[src/hw/fbc_params.svh]
// Timing counts and widths for the host-side parallel flash bus controller.
// Assumes a 100 MHz mclk_i; every time below is converted to cycles here.
`ifndef FBC_PARAMS_SVH
`define FBC_PARAMS_SVH

`define FBC_CLK_PERIOD_NS   10
`define FBC_ADDR_W          21
`define FBC_DATA_W          16
`define FBC_BANK_MSB        20
`define FBC_BANK_LSB        19
// Access time of the device, as a plain default.
`define FBC_ACCESS_NS       70
// Least times round up to whole cycles.
`define FBC_CEIL(ns)        (((ns) + `FBC_CLK_PERIOD_NS - 1) / `FBC_CLK_PERIOD_NS)
`define FBC_ACCESS_CYC      `FBC_CEIL(`FBC_ACCESS_NS)
// Write pulse width and recovery between write cycles.
`define FBC_WP_NS           40
`define FBC_WP_CYC          `FBC_CEIL(`FBC_WP_NS)
`define FBC_WH_NS           30
`define FBC_WH_CYC          `FBC_CEIL(`FBC_WH_NS)
// Reset pulse width and recovery after the reset pin returns high.
`define FBC_RP_NS           500
`define FBC_RP_CYC          `FBC_CEIL(`FBC_RP_NS)
`define FBC_RH_NS           50
`define FBC_RH_CYC          `FBC_CEIL(`FBC_RH_NS)
`define FBC_CNT_W           8

`endif

[src/hw/fbc_pkg.sv]
// Types for the host-side parallel flash bus controller.
// Assumes fbc_params.svh is included by the module that uses these types.
package fbc_pkg;

  // Bus sequencer states.
  typedef enum logic [2:0]
  {
    FBC_IDLE   = 3'b000,
    FBC_WSETUP = 3'b001,
    FBC_WPULSE = 3'b010,
    FBC_WHOLD  = 3'b011,
    FBC_READ   = 3'b100,
    FBC_RPULSE = 3'b101,
    FBC_RRECOV = 3'b110
  } fbc_state_t;

endpackage

[src/hw/fbc_ctrl.sv]
// Host-side controller that drives an asynchronous parallel NOR flash by its pins.
// Assumes the device ready/busy output and data pins arrive asynchronously.
// Functional notes
// RQ1: Host drives write-enable and chip-enable low per write.
// RQ2: Device takes bytes or words per byte select.
// RQ3: Unlock-bypass program needs two writes, not four.
// RQ4: Erase targets sector, sectors or whole device.
// RQ5: Four banks chosen by upper address bits.
// RQ6: Accelerate level enters bypass, unprotects, speeds programming.
// RQ7: Host uses two-cycle program while accelerated.
// RQ8: Removing accelerate level restores normal operation.
// RQ9: Host drives protect pin always; accelerate only programming. The code drives accel_level_o from accel_req_i in every state, reads included.
// RQ10: Autoselect reads internal codes with normal timing.
// RQ11: Read one bank while another programs or erases.
// RQ12: Suspended erase allows other same-bank accesses.
// RQ13: Standby tristates outputs regardless of output-enable.
// RQ14: Standby when chip-enable and reset high; full access.
// RQ15: Deselect does not stop running program or erase.
// RQ16: Stable addresses enter auto sleep, data kept.
// RQ17: Reset pulse aborts, tristates, returns to array read.
// RQ18: Host restarts interrupted operation after reset.
// RQ19: Ready/busy stays low until internal reset completes.
// RQ20: Idle reset quick; read only after recovery time.
// RQ21: Byte mode tristates data 14..8, data 15 addresses.
// RQ22: Accelerate level is a separate qualifier input.
`timescale 1ns/100ps
`include "fbc_params.svh"

module fbc_ctrl
(
  input  wire logic                    mclk_i,
  input  wire logic                    nrst_i,
  // User request port.
  input  wire logic                    req_valid_i,
  input  wire logic                    req_write_i,
  input  wire logic [`FBC_ADDR_W-1:0]  req_addr_i,
  input  wire logic [`FBC_DATA_W-1:0]  req_wdata_i,
  input  wire logic                    byte_mode_i,
  input  wire logic                    accel_req_i,
  input  wire logic                    flash_reset_req_i,
  output logic                         req_ready_o,
  output logic                         rdata_valid_o,
  output logic [`FBC_DATA_W-1:0]       rdata_o,
  output logic [1:0]                   bank_o,
  output logic                         dev_busy_o,
  // Flash pins.
  output logic [`FBC_ADDR_W-1:0]       flash_addr_o,
  output logic                         flash_dq15_addr_o,
  output logic                         chip_en_n_o,
  output logic                         write_en_n_o,
  output logic                         out_en_n_o,
  output logic                         byte_sel_n_o,
  output logic                         reset_n_o,
  output logic                         protect_accel_pin_o,
  output logic                         accel_level_o,
  output logic [`FBC_DATA_W-1:0]       dq_o,
  output logic [`FBC_DATA_W-1:0]       dq_oe_o,
  input  wire logic [`FBC_DATA_W-1:0]  dq_i,
  input  wire logic                    ready_busy_n_i
);

  fbc_pkg::fbc_state_t         state;
  fbc_pkg::fbc_state_t         next_state;
  logic [`FBC_CNT_W-1:0]       cnt;
  logic [`FBC_CNT_W-1:0]       next_cnt;
  logic [`FBC_ADDR_W-1:0]      addr;
  logic [`FBC_ADDR_W-1:0]      next_addr;
  logic [`FBC_DATA_W-1:0]      wdata;
  logic [`FBC_DATA_W-1:0]      next_wdata;
  logic                        bmode;
  logic                        next_bmode;
  logic [`FBC_DATA_W-1:0]      next_rdata;
  logic                        next_rdata_valid;
  logic                        rb_meta;
  logic                        rb_sync;
  logic [`FBC_DATA_W-1:0]      dq_meta;
  logic [`FBC_DATA_W-1:0]      dq_sync;

  // Bank field of an address; the device splits its space into four banks.
  function automatic logic [1:0] bank_of(input logic [`FBC_ADDR_W-1:0] a);
    bank_of = a[`FBC_BANK_MSB:`FBC_BANK_LSB]; // RQ5
  endfunction

  // Two-stage synchronisers for the asynchronous flash outputs.
  always_ff @(posedge mclk_i)
  begin
    if (!nrst_i)
    begin
      rb_meta <= 1'b1;
      rb_sync <= 1'b1;
      dq_meta <= '0;
      dq_sync <= '0;
    end
    else
    begin
      rb_meta <= ready_busy_n_i;
      rb_sync <= rb_meta;
      dq_meta <= dq_i;
      dq_sync <= dq_meta;
    end
  end

  // Next-state logic. Reads need no busy check: other banks read during a
  // program or erase, so the sequencer never stalls reads on ready/busy.
  always_comb
  begin
    next_state       = state;
    next_cnt         = cnt;
    next_addr        = addr;
    next_wdata       = wdata;
    next_bmode       = bmode;
    next_rdata       = rdata_o;
    next_rdata_valid = 1'b0;
    case (state)
      fbc_pkg::FBC_IDLE:
      begin
        if (flash_reset_req_i)
        begin
          next_state = fbc_pkg::FBC_RPULSE;
          next_cnt   = `FBC_CNT_W'(`FBC_RP_CYC);
        end
        else if (req_valid_i)
        begin
          next_addr  = req_addr_i;
          next_wdata = req_wdata_i;
          next_bmode = byte_mode_i; // RQ2
          if (req_write_i)
          begin
            // Each request is one write cycle, so a bypass program is two requests.
            next_state = fbc_pkg::FBC_WPULSE; // RQ1 RQ3 RQ7
            next_cnt   = `FBC_CNT_W'(`FBC_WP_CYC);
          end
          else
          begin
            // Leaving standby needs the full access time. RQ14
            next_state = fbc_pkg::FBC_READ;
            next_cnt   = `FBC_CNT_W'(`FBC_ACCESS_CYC + 2);
          end
        end
      end
      fbc_pkg::FBC_WPULSE:
      begin
        next_cnt = cnt - `FBC_CNT_W'(1);
        if (cnt == `FBC_CNT_W'(1))
        begin
          next_state = fbc_pkg::FBC_WHOLD;
          next_cnt   = `FBC_CNT_W'(`FBC_WH_CYC);
        end
      end
      fbc_pkg::FBC_WHOLD, fbc_pkg::FBC_RRECOV:
      begin
        next_cnt = cnt - `FBC_CNT_W'(1);
        if (cnt == `FBC_CNT_W'(1))
          next_state = fbc_pkg::FBC_IDLE;
      end
      fbc_pkg::FBC_READ:
      begin
        // Extra two cycles cover the data synchroniser.
        next_cnt = cnt - `FBC_CNT_W'(1);
        if (cnt == `FBC_CNT_W'(1))
        begin
          next_rdata       = bmode ? {8'h00, dq_sync[7:0]} : dq_sync;
          next_rdata_valid = 1'b1;
          next_state       = fbc_pkg::FBC_IDLE;
        end
      end
      fbc_pkg::FBC_RPULSE:
      begin
        // Held for at least the minimum reset width, then recovery. RQ17
        next_cnt = cnt - `FBC_CNT_W'(1);
        if (cnt == `FBC_CNT_W'(1))
        begin
          next_state = fbc_pkg::FBC_RRECOV;
          next_cnt   = `FBC_CNT_W'(`FBC_RH_CYC); // RQ20
        end
      end
      default:
        next_state = fbc_pkg::FBC_IDLE;
    endcase
  end

  // State registers.
  always_ff @(posedge mclk_i)
  begin
    if (!nrst_i)
    begin
      state         <= fbc_pkg::FBC_IDLE;
      cnt           <= '0;
      addr          <= '0;
      wdata         <= '0;
      bmode         <= 1'b0;
      rdata_o       <= '0;
      rdata_valid_o <= 1'b0;
    end
    else
    begin
      state         <= next_state;
      cnt           <= next_cnt;
      addr          <= next_addr;
      wdata         <= next_wdata;
      bmode         <= next_bmode;
      rdata_o       <= next_rdata;
      rdata_valid_o <= next_rdata_valid;
    end
  end

  // Pin drive; idle leaves chip-enable high so the device rests in standby.
  // Addresses are held after a read so the device can sleep with data latched.
  always_comb
  begin
    req_ready_o         = (state == fbc_pkg::FBC_IDLE) && !flash_reset_req_i;
    bank_o              = bank_of(addr);
    dev_busy_o          = !rb_sync; // RQ18
    flash_addr_o        = addr; // RQ16
    flash_dq15_addr_o   = addr[0];
    byte_sel_n_o        = !bmode; // RQ2
    chip_en_n_o         = !((state == fbc_pkg::FBC_WPULSE) || (state == fbc_pkg::FBC_READ)); // RQ1
    write_en_n_o        = !(state == fbc_pkg::FBC_WPULSE); // RQ1
    out_en_n_o          = !(state == fbc_pkg::FBC_READ);
    reset_n_o           = !(state == fbc_pkg::FBC_RPULSE); // RQ17
    // The protect pin is always driven; accelerate only with a request. RQ9
    protect_accel_pin_o = 1'b1;
    accel_level_o       = accel_req_i; // RQ22
    dq_o                = '0;
    dq_oe_o             = '0;
    if (state == fbc_pkg::FBC_WPULSE || state == fbc_pkg::FBC_WHOLD)
    begin
      if (bmode)
      begin
        // Byte mode: only the low lane plus the address bit on data 15. RQ21
        dq_o    = {addr[0], 7'h00, wdata[7:0]};
        dq_oe_o = 16'h80ff;
      end
      else
      begin
        dq_o    = wdata;
        dq_oe_o = 16'hffff;
      end
    end
    else if (bmode && state == fbc_pkg::FBC_READ)
    begin
      dq_o    = {addr[0], 15'h0000};
      dq_oe_o = 16'h8000; // RQ21
    end
  end

  // Assertions.
  we_with_ce_a: assert property (@(posedge mclk_i) disable iff (!nrst_i)
    !write_en_n_o |-> !chip_en_n_o && out_en_n_o) else $error("write strobe without chip select"); // RQ1
  reset_width_a: assert property (@(posedge mclk_i) disable iff (!nrst_i)
    $fell(reset_n_o) |-> !reset_n_o [*8]) else $error("reset pulse too short"); // RQ17
  reset_recov_a: assert property (@(posedge mclk_i) disable iff (!nrst_i)
    $rose(reset_n_o) |-> chip_en_n_o [*5]) else $error("access during reset recovery"); // RQ20
  byte_lanes_a: assert property (@(posedge mclk_i) disable iff (!nrst_i)
    !byte_sel_n_o |-> dq_oe_o[14:8] == 7'h00) else $error("byte mode drives upper lanes"); // RQ21
  standby_quiet_a: assert property (@(posedge mclk_i) disable iff (!nrst_i)
    chip_en_n_o && reset_n_o && state == fbc_pkg::FBC_IDLE |-> dq_oe_o == 16'h0000)
    else $error("bus driven in standby"); // RQ14
  read_done_a: assert property (@(posedge mclk_i) disable iff (!nrst_i)
    $fell(out_en_n_o) |-> ##[1:20] rdata_valid_o) else $error("read never completes"); // RQ14
  no_oe_in_write_a: assert property (@(posedge mclk_i) disable iff (!nrst_i)
    !out_en_n_o |-> write_en_n_o && dq_oe_o[7:0] == 8'h00) else $error("read with write or drive"); // RQ1

endmodule

[config.mk]
export PLATFORM = sky130hd
export DESIGN_NAME = fbc_ctrl
export DESIGN_NICKNAME = d
export VERILOG_FILES = /design/src/hw/fbc_pkg.sv /design/src/hw/fbc_ctrl.sv
export VERILOG_INCLUDE_DIRS = /design/src /design/src/hw
export SDC_FILE = /design/constraint.sdc
export NUM_CORES = 1
export LEC_CHECK = 0
export ABC_AREA = 0
export BUFFER_PORTS_ARGS = -buffer_cell sky130_fd_sc_hd__buf_2
export CORE_MARGIN = 5
export CORE_UTILIZATION = 25
export DETAILED_ROUTE_END_ITERATION = 10
export GPL_TIMING_DRIVEN = 0
export SYNTH_ARGS = -nofsm -noshare
export SYNTH_HDL_FRONTEND = slang
export SYNTH_SLANG_ARGS = --single-unit
[constraint.sdc]
create_clock -name mclk_i -period 2.85 [get_ports mclk_i]
set_input_delay 0.57 -clock mclk_i [delete_from_list [all_inputs] [get_ports mclk_i]]
set_output_delay 0.57 -clock mclk_i [all_outputs]
set_load 0.005 [all_outputs]
# ---- Word level (Yosys, flattened, before mapping)
# Index checks and enable logic that the tools add are counted.
dict set report word_totals {
  ff_bits 100
  output_inout_bits 82
  elab_cells 63
}
dict set report op_classes {
  n_eq_ne 10
  addsub 1
  bitwise_logic 1
  mux 21
  n_reduce_logical 19
}
# operator count
set ops {}
lappend ops {{$mux W16} 6}
lappend ops {{$mux W8} 4}
lappend ops {{$pmux W8 S4} 1}
lappend ops {{$mux W3} 6}
lappend ops {{$mux W15} 1}
lappend ops {{$pmux W3 S4} 1}
lappend ops {{$eq A3 B3 Y1 const B} 3}
lappend ops {{$eq A8 B1 Y1 const B} 1}
lappend ops {{$sub A8 B1 Y8 const B} 1}
lappend ops {{$logic_not A1 Y1} 7}
lappend ops {{$eq A3 B2 Y1 const B} 2}
lappend ops {{$reduce_and A2 Y1} 3}
lappend ops {{$mux W4} 1}
lappend ops {{$ne A2 B2 Y1 const B} 2}
lappend ops {{$reduce_and A4 Y1} 1}
lappend ops {{$reduce_bool A4 Y1} 1}
lappend ops {{$logic_not A3 Y1} 1}
lappend ops {{$ne A3 B3 Y1 const B} 1}
lappend ops {{$reduce_and A3 Y1} 1}
lappend ops {{$reduce_or A3 Y1} 1}
lappend ops {{$logic_and A1 B1 Y1} 2}
lappend ops {{$logic_or A1 B1 Y1} 2}
lappend ops {{$ne A2 B1 Y1 const B} 1}
lappend ops {{$mux W1} 1}
lappend ops {{$not A1 Y1} 1}

# ---- Logic depth before layout (Yosys ltp)
# Gate-level depths: netlist (run 1).
dict set report logic_depth {
  word_depth 4
  ltp_mapped 8
}

# ---- Worst setup path after synthesis (run 1)
# No wires, ideal clock.
dict set report synth_path {
  path_type {register to output}
  from {register state[2]}
  to {output dq_o[15]}
  stages_incl_launch_ff 7
  required_ns 2.280
  setup_slack_ns 0.963
  t_arrival_ns 1.317
  n_path_buf 2
  path_cell_list {dfxtp_1 -> nand2b_1 -> inv_1 -> clkbuf_1 -> buf_2 -> nand2_1 -> o21ai_1}
}
dict set report synth_via {
  elab_chain_cells 4
}
# item line
set synth_lines {}
lappend synth_lines {{start, declared} fbc_ctrl.sv:62} ;# fbc_pkg::fbc_state_t state;
lappend synth_lines {{start signal, assigned} fbc_ctrl.sv:187} ;# state <= fbc_pkg::FBC_IDLE;
lappend synth_lines {{start signal, assigned} fbc_ctrl.sv:197} ;# state <= next_state;
lappend synth_lines {{$eq A3 B3 Y1} fbc_ctrl.sv:240} ;# else if (bmode && state == fbc_pkg::FBC_READ)
lappend synth_lines {{$logic_and A1 B1 Y1} fbc_ctrl.sv:240}
lappend synth_lines {{$mux W16} fbc_ctrl.sv:240}
lappend synth_lines {{$mux W16 *} fbc_ctrl.sv:226} ;# if (state == fbc_pkg::FBC_WPULSE || state == fbc_pkg::FBC_WHOLD)
lappend synth_lines {{end, declared} fbc_ctrl.sv:56} ;# output logic [`FBC_DATA_W-1:0] dq_o,
# Mark *: on every way between the ends. The rest lies on a longest branch, timed or not.

# ---- Worst setup path in the final report (run 1)
# Ends and elaborated chain as after synthesis.

==> results of run 1 <==
==> state kept, by name, indices dropped and copies added, names as in the netlist <==
| name | flops |
|---|---|
| rdata_o | 16 |
| dq_sync | 16 |
| cnt | 8 |
| state | 3 |
| bmode | 1 |
| wdata | 16 |
| rdata_valid_o | 1 |
| rb_sync | 1 |
| flash_addr_o | 21 |
| rb_meta | 1 |
| dq_meta | 16 |
==> metal layers <==
metal	wire length, µm	vias up	global-route usage
met4	193	0	0.0431
li1	-	1810	-
met3	960	11	0.0392
met5	0	-	0
met1	4940	1527	0.149
met2	4660	132	0.177
==> what timing repair did <==
item                                    CTS  global route
endpoints found under the setup margin    0             9
hold buffers                              0             0
gates resized for setup                   0             0
==> layout by cell type (no fill, tap or decap), drive strengths merged, types with 3 or more instances in the layout <==
cell type  count
nand2        111
clkinv         4
inv           13
dfxtp        100
nor2          15
o21ai         14
o211ai         4
mux2i          4
and2          46
clkbuf        23
nand2b         5
buf          170
nor2b          4
a31oi          3
and3           7
nand3         12
a21oi         61
==> power breakdown <==
group          internal (mW)  total (mW)  switching (mW)  leakage, nW
logic                  0.337       0.734           0.398         1.40
clock network          0.615        1.19           0.576        0.145
registers               1.50        1.59          0.0916        0.818
total                   2.45        3.52            1.07         2.36
==> area by class of cell <==
cell class / instances / area [µm²] / area share
tap: 216 / 270 / 0.0516
clock buffer: 9 / 225 / 0.0430
sequential: 100 / 2000 / 0.382
timing repair buffer: 140 / 701 / 0.134
clock inverter: 7 / 67.6 / 0.0129
buffer: 44 / 277 / 0.0528
multi-input combinational: 311 / 1660 / 0.317
inverter: 10 / 37.5 / 0.00716
==> logic make-up (layout without fill, tap and decap cells) <==
kind of cell | count (synthesis) | in the layout | share of synthesized area
AO/OA/AOI/OAI | 93 | 93 | 0.131
adder cells (fa/ha/maj) | 2 | 2 | 0.00628
buffers and inverters | 55 | 210 | 0.0798
flip-flops | 100 | 100 | 0.503
multiplexers | 6 | 6 | 0.0167
other | 1 | 1 | 0.000942
AND/OR/NAND/NOR | 209 | 209 | 0.262
==> final timing paths <==
path	endpoint	slack, ns	cells after the start
worst max-delay path	dq_o[15]	0.27	6
worst min-delay path	rb_meta$_SDFF_PN1_	0.40	2
worst max register to register	cnt[5]$_SDFFE_PN0P_	0.98	5
worst min register to register	rb_sync$_SDFF_PN1_	0.41	1
==> results.yml, run 1 <==
outcome:
  outcome: "finished, final reports clean"
detailed_routing:
  via_per_inst: 4.16
  drc: 0
  wl_per_cell_um: 12.9
  antenna_left: 0
  wl_um: 10800
  first_pass_iters: 4
  dr.first_iter.drc_count: 139
  vias: 3480
critical_path:
  required_ns: 2.28
  path_buf_inv: 3
  cp_cell_sequence: "nand2b_1, inv_1, buf_2, nand2_1, o21ai_1, buf_2"
  critPathCaptureType: "output port"
  crit_fanout: 17
  cp-start-kind: "flip-flop"
  crit_top_cell: "buf_2"
  r2r_start: "state[2]$_SDFFE_PN0P_"
  arrival_ns: 2.01
  path_delay_family: "buffers and inverters"
  path_class: "flip-flop to output port"
  cp-startpoint: "state[2]$_SDFFE_PN0P_"
  max_stage_delay_ns: 0.38
  cp_slowest_cell: "dfxtp_1"
final_layout:
  drive_gt1_frac: 0.322
  syn_to_final_growth_pct: 31.6
  nets: 679
  fillers: 1736
  final_util: 0.332
  n_antenna_cell: 0
  fin_cells: 837
  final_area_mm2: 0.00524
logic_synthesis:
  synth-seq-cells: 100
  ys_seq_area_frac: 0.503
  synth_ff_type: "dfxtp_1"
  netlist_area_mm2: 0.00398
  yosys_warnings: 0
  syn_nets: 529
  post-synth-top-count-cell: "nand2_1"
  synth.avg_cell_area_um2: 8.54
  synthArstFlopShare: 0
  ys_types: 49
  synth_top_cell_by_area: "dfxtp_1"
  synthCells: 466
  synth.top_cell.area_share: 0.503
  synth_edf_count: 0
  synthTopCellsByCount: "nand2_1, dfxtp_1, a21oi_1"
  yosys-top-cells-area: "dfxtp_1, nand2_1, a21oi_1, and2_1, buf_4"
global_routing:
  grt.total_usage: 0.115
  overflow: 0
  grt_pass1_vias: 3268
  grt_pass1_wl_um: 16600
  antenna_found_initial: 0
  grt_max_degree: 20
floorplan:
  fp-row-count: 46
  core_mm2: 0.0158
  fp.dieH_um: 136
  die_area_mm2: 0.0185
  pin_count: 143
  initial_core_util: 0.252
  die_w_um: 136
timing:
  hold_viol_final: 0
  slew_headroom: 0.590
  post-route-min-period_ns: 2.58
  setup_viol: 0
  setup_tns_ns: 0
  rsz0062_at_grt: "false"
  fin_skew_ns: 0.00841
  timing.final.crit_share: 0.907
  timing.hold.ws_ns: 0.395
  worstMarginPinSlew_ns: 0.616
  setup_slack_ns: 0.266
  timing.fmax_mhz: 387
  slew_viol_final: 0
placed_design:
  placed_cells: 822
  place.port_buffers: 140
  place_ws_ns: 0.478
  place_area_mm2: 0.00495
  gp_congestion: 0.851
  dp_hpwl_um: 8090
clock_tree:
  numCtsBuffers: 9
  cts_max_level: 3
  cts.clk_slew.worst_paths_ns: 0.07
  cts_tree: "built"
  clkSinkCount: 100
  worstSkewPairLatency_ns: 0.35
  cts_root_buffer: "clkbuf_16"
  cts_setup_buffers: 0
  clockBufferDepth: 2
power_and_ir_drop:
  ir_worst_vdd_uv: 439
  leakage_nw: 2.36
  total_power_mw: 3.52
  p_per_area_mw_per_mm2: 671
worst_hold_path:
  hp-start: "ready_busy_n_i"
  hp-class: "primary input to flip-flop"
flow_run:
  drv_cap: 0
Power figures use the tool's default switching activity.
==> run 2: changes to the inputs <==
--- a/config.mk
+++ b/config.mk
@@ -8,6 +8,7 @@
 export LEC_CHECK = 0
 export ABC_AREA = 0
 export BUFFER_PORTS_ARGS = -buffer_cell sky130_fd_sc_hd__buf_2
+export CORE_ASPECT_RATIO = 1.2
 export CORE_MARGIN = 5
 export CORE_UTILIZATION = 25
 export DETAILED_ROUTE_END_ITERATION = 10
==> run 2 against run 1 <==
Total power is 0.80% higher. Maximum frequency up 0.97%. Combinational power decreased by 0.8%. Critical path depth did not move. Setup slack improved by 0.025 ns. Critical path type unchanged. Critical endpoint unchanged. Largest cell class unchanged. Highest routed layer unchanged.
==> results.yml, run 2 (synthesis gave the netlist of run 1 again) <==
detailed_routing:
  vias: 3480
  first_pass_iters: 4
  wl_per_cell_um: 12.9
  dr.first_iter.drc_count: 127
  via_per_inst: 4.20
  wl_um: 10700
  drc: 0
  antenna_left: 0
clock_tree:
  cts_setup_buffers: 0
  numCtsBuffers: 9
  post_cts_resized: 0
  worstSkewPairLatency_ns: 0.34
  cts.clk_slew.worst_paths_ns: 0.07
  cts_max_level: 3
  cts_root_buffer: "clkbuf_16"
  clkSinkCount: 100
  clockBufferDepth: 2
  cts_hold_buffers: 0
  cts_tree: "built"
global_routing:
  grt_pass1_wl_um: 17200
  antenna_found_initial: 0
  overflow: 0
  grt_max_degree: 18
  grt.total_usage: 0.114
  grt_pass1_vias: 3351
power_and_ir_drop:
  switching_power_mw: 1.01
  clock_power_share: 0.346
  pwr-share-comb: 0.205
  ir_worst_vdd_uv: 337
  leakage_nw: 2.36
  internal-power_mw: 2.54
  seq_power_share: 0.449
  p_sw_frac: 0.284
  p_per_area_mw_per_mm2: 676
final_layout:
  final_cell_mix: "buf_2, nand2_1, dfxtp_1, a21oi_1, and2_1"
  mostFrequentLayoutCell: "buf_2"
  drive_gt1_frac: 0.322
  syn_to_final_growth_pct: 31.6
  largest_reg_flops: 21
  register_area_mm2: 0.00200
  fillers: 1716
  n_antenna_cell: 0
  nets: 679
  multi_input_area_mm2: 0.00166
floorplan:
  die_area_mm2: 0.0186
  fp.dieH_um: 148
  initial_core_util: 0.255
  die_w_um: 125
  fp-row-count: 50
  core_mm2: 0.0156
  pin_count: 143
timing:
  rsz0062_at_grt: "false"
  setup_viol: 0
  hold_viol_final: 0
  timing.hold.ws_ns: 0.410
  setup_tns_ns: 0
  slew_headroom: 0.610
  timing.final.crit_share: 0.898
  post-route-min-period_ns: 2.56
  timing.fmax_mhz: 391
  slew_viol_final: 0
  fin_skew_ns: 0.00959
  worstMarginPinSlew_ns: 0.584
outcome:
  outcome: "finished, final reports clean"
critical_path:
  cp_slowest_cell: "dfxtp_1"
  cp_cell_sequence: "nand2b_1, inv_1, buf_2, nand2_1, o21ai_1, buf_2"
  critPathCaptureType: "output port"
  path_delay_family: "buffers and inverters"
  path_class: "flip-flop to output port"
  crit_fanout: 17
  arrival_ns: 1.99
  cp-start-kind: "flip-flop"
  required_ns: 2.28
  path_buf_inv: 3
  max_stage_delay_ns: 0.38
  crit_top_cell: "buf_2"
placed_design:
  dp_hpwl_um: 8140
  place.port_buffers: 140
  gp_congestion: 0.805
flow_run:
  drv_cap: 0
worst_hold_path:
  hp-class: "primary input to flip-flop"
[run 2: area by class of cell]
type / instances / share of cell area
flip-flops and latches: 100 / 0.382
plain buffers: 44 / 0.0528
well taps: 208 / 0.0497
clock inverters: 6 / 0.0122
clock buffers: 10 / 0.0456
repair buffers: 140 / 0.134
inverters: 10 / 0.00716
multi-input cells: 311 / 0.317
[run 2: path summary, 6_finish.rpt]
kind / slack (ns) / depth (start not counted) / endpoint / startpoint
worst max-delay path: 0.29 / 6 / dq_o[15] / state[2]$_SDFFE_PN0P_
worst min-delay path: 0.41 / 2 / rb_meta$_SDFF_PN1_ / ready_busy_n_i
worst max register to register: 0.98 / 5 / cnt[5]$_SDFFE_PN0P_ / state[2]$_SDFFE_PN0P_
worst min register to register: 0.41 / 1 / rb_sync$_SDFF_PN1_ / rb_meta$_SDFF_PN1_
[run 2: power by group through the flow]
stage | clock (mW) | sequential [mW] | combinational, mW
5_1_grt | 1.33 | 1.61 | 0.824
3_3_place_gp | 0 | 1.62 | 0.734
3_5_place_dp | 0 | 1.62 | 0.736
4_1_cts | 1.28 | 1.59 | 0.739
6_report | 1.23 | 1.59 | 0.728
2_1_floorplan | 0 | 1.60 | 0.507
[run 2: through the flow]
| step | area (µm²) | util | setup WS [ns] | instances | power, mW |
|---|---|---|---|---|---|
| after floorplan | 3980 | - | 0.963 | 466 | 2.11 |
| after global placement | 4940 | 0.316 | 0.491 | 814 | 2.35 |
| after detailed placement | 4940 | 0.316 | 0.474 | 814 | 2.36 |
| after CTS | 5250 | 0.335 | 0.0867 | 830 | 3.61 |
| after global routing | 5240 | 0.335 | 0.122 | 829 | 3.76 |
| final | 5240 | 0.335 | 0.291 | 829 | 3.54 |
[run 2: metal layers]
layer | up-vias | share of wire | wire (µm) | global-route usage
met1 | 1523 | 0.45 | 4760 | 0.143
met3 | 15 | 0.082 | 872 | 0.0381
met2 | 129 | 0.46 | 4870 | 0.185
li1 | 1813 | - | - | -
met5 | - | 0 | 0 | 0
met4 | 0 | 0.017 | 182 | 0.0390
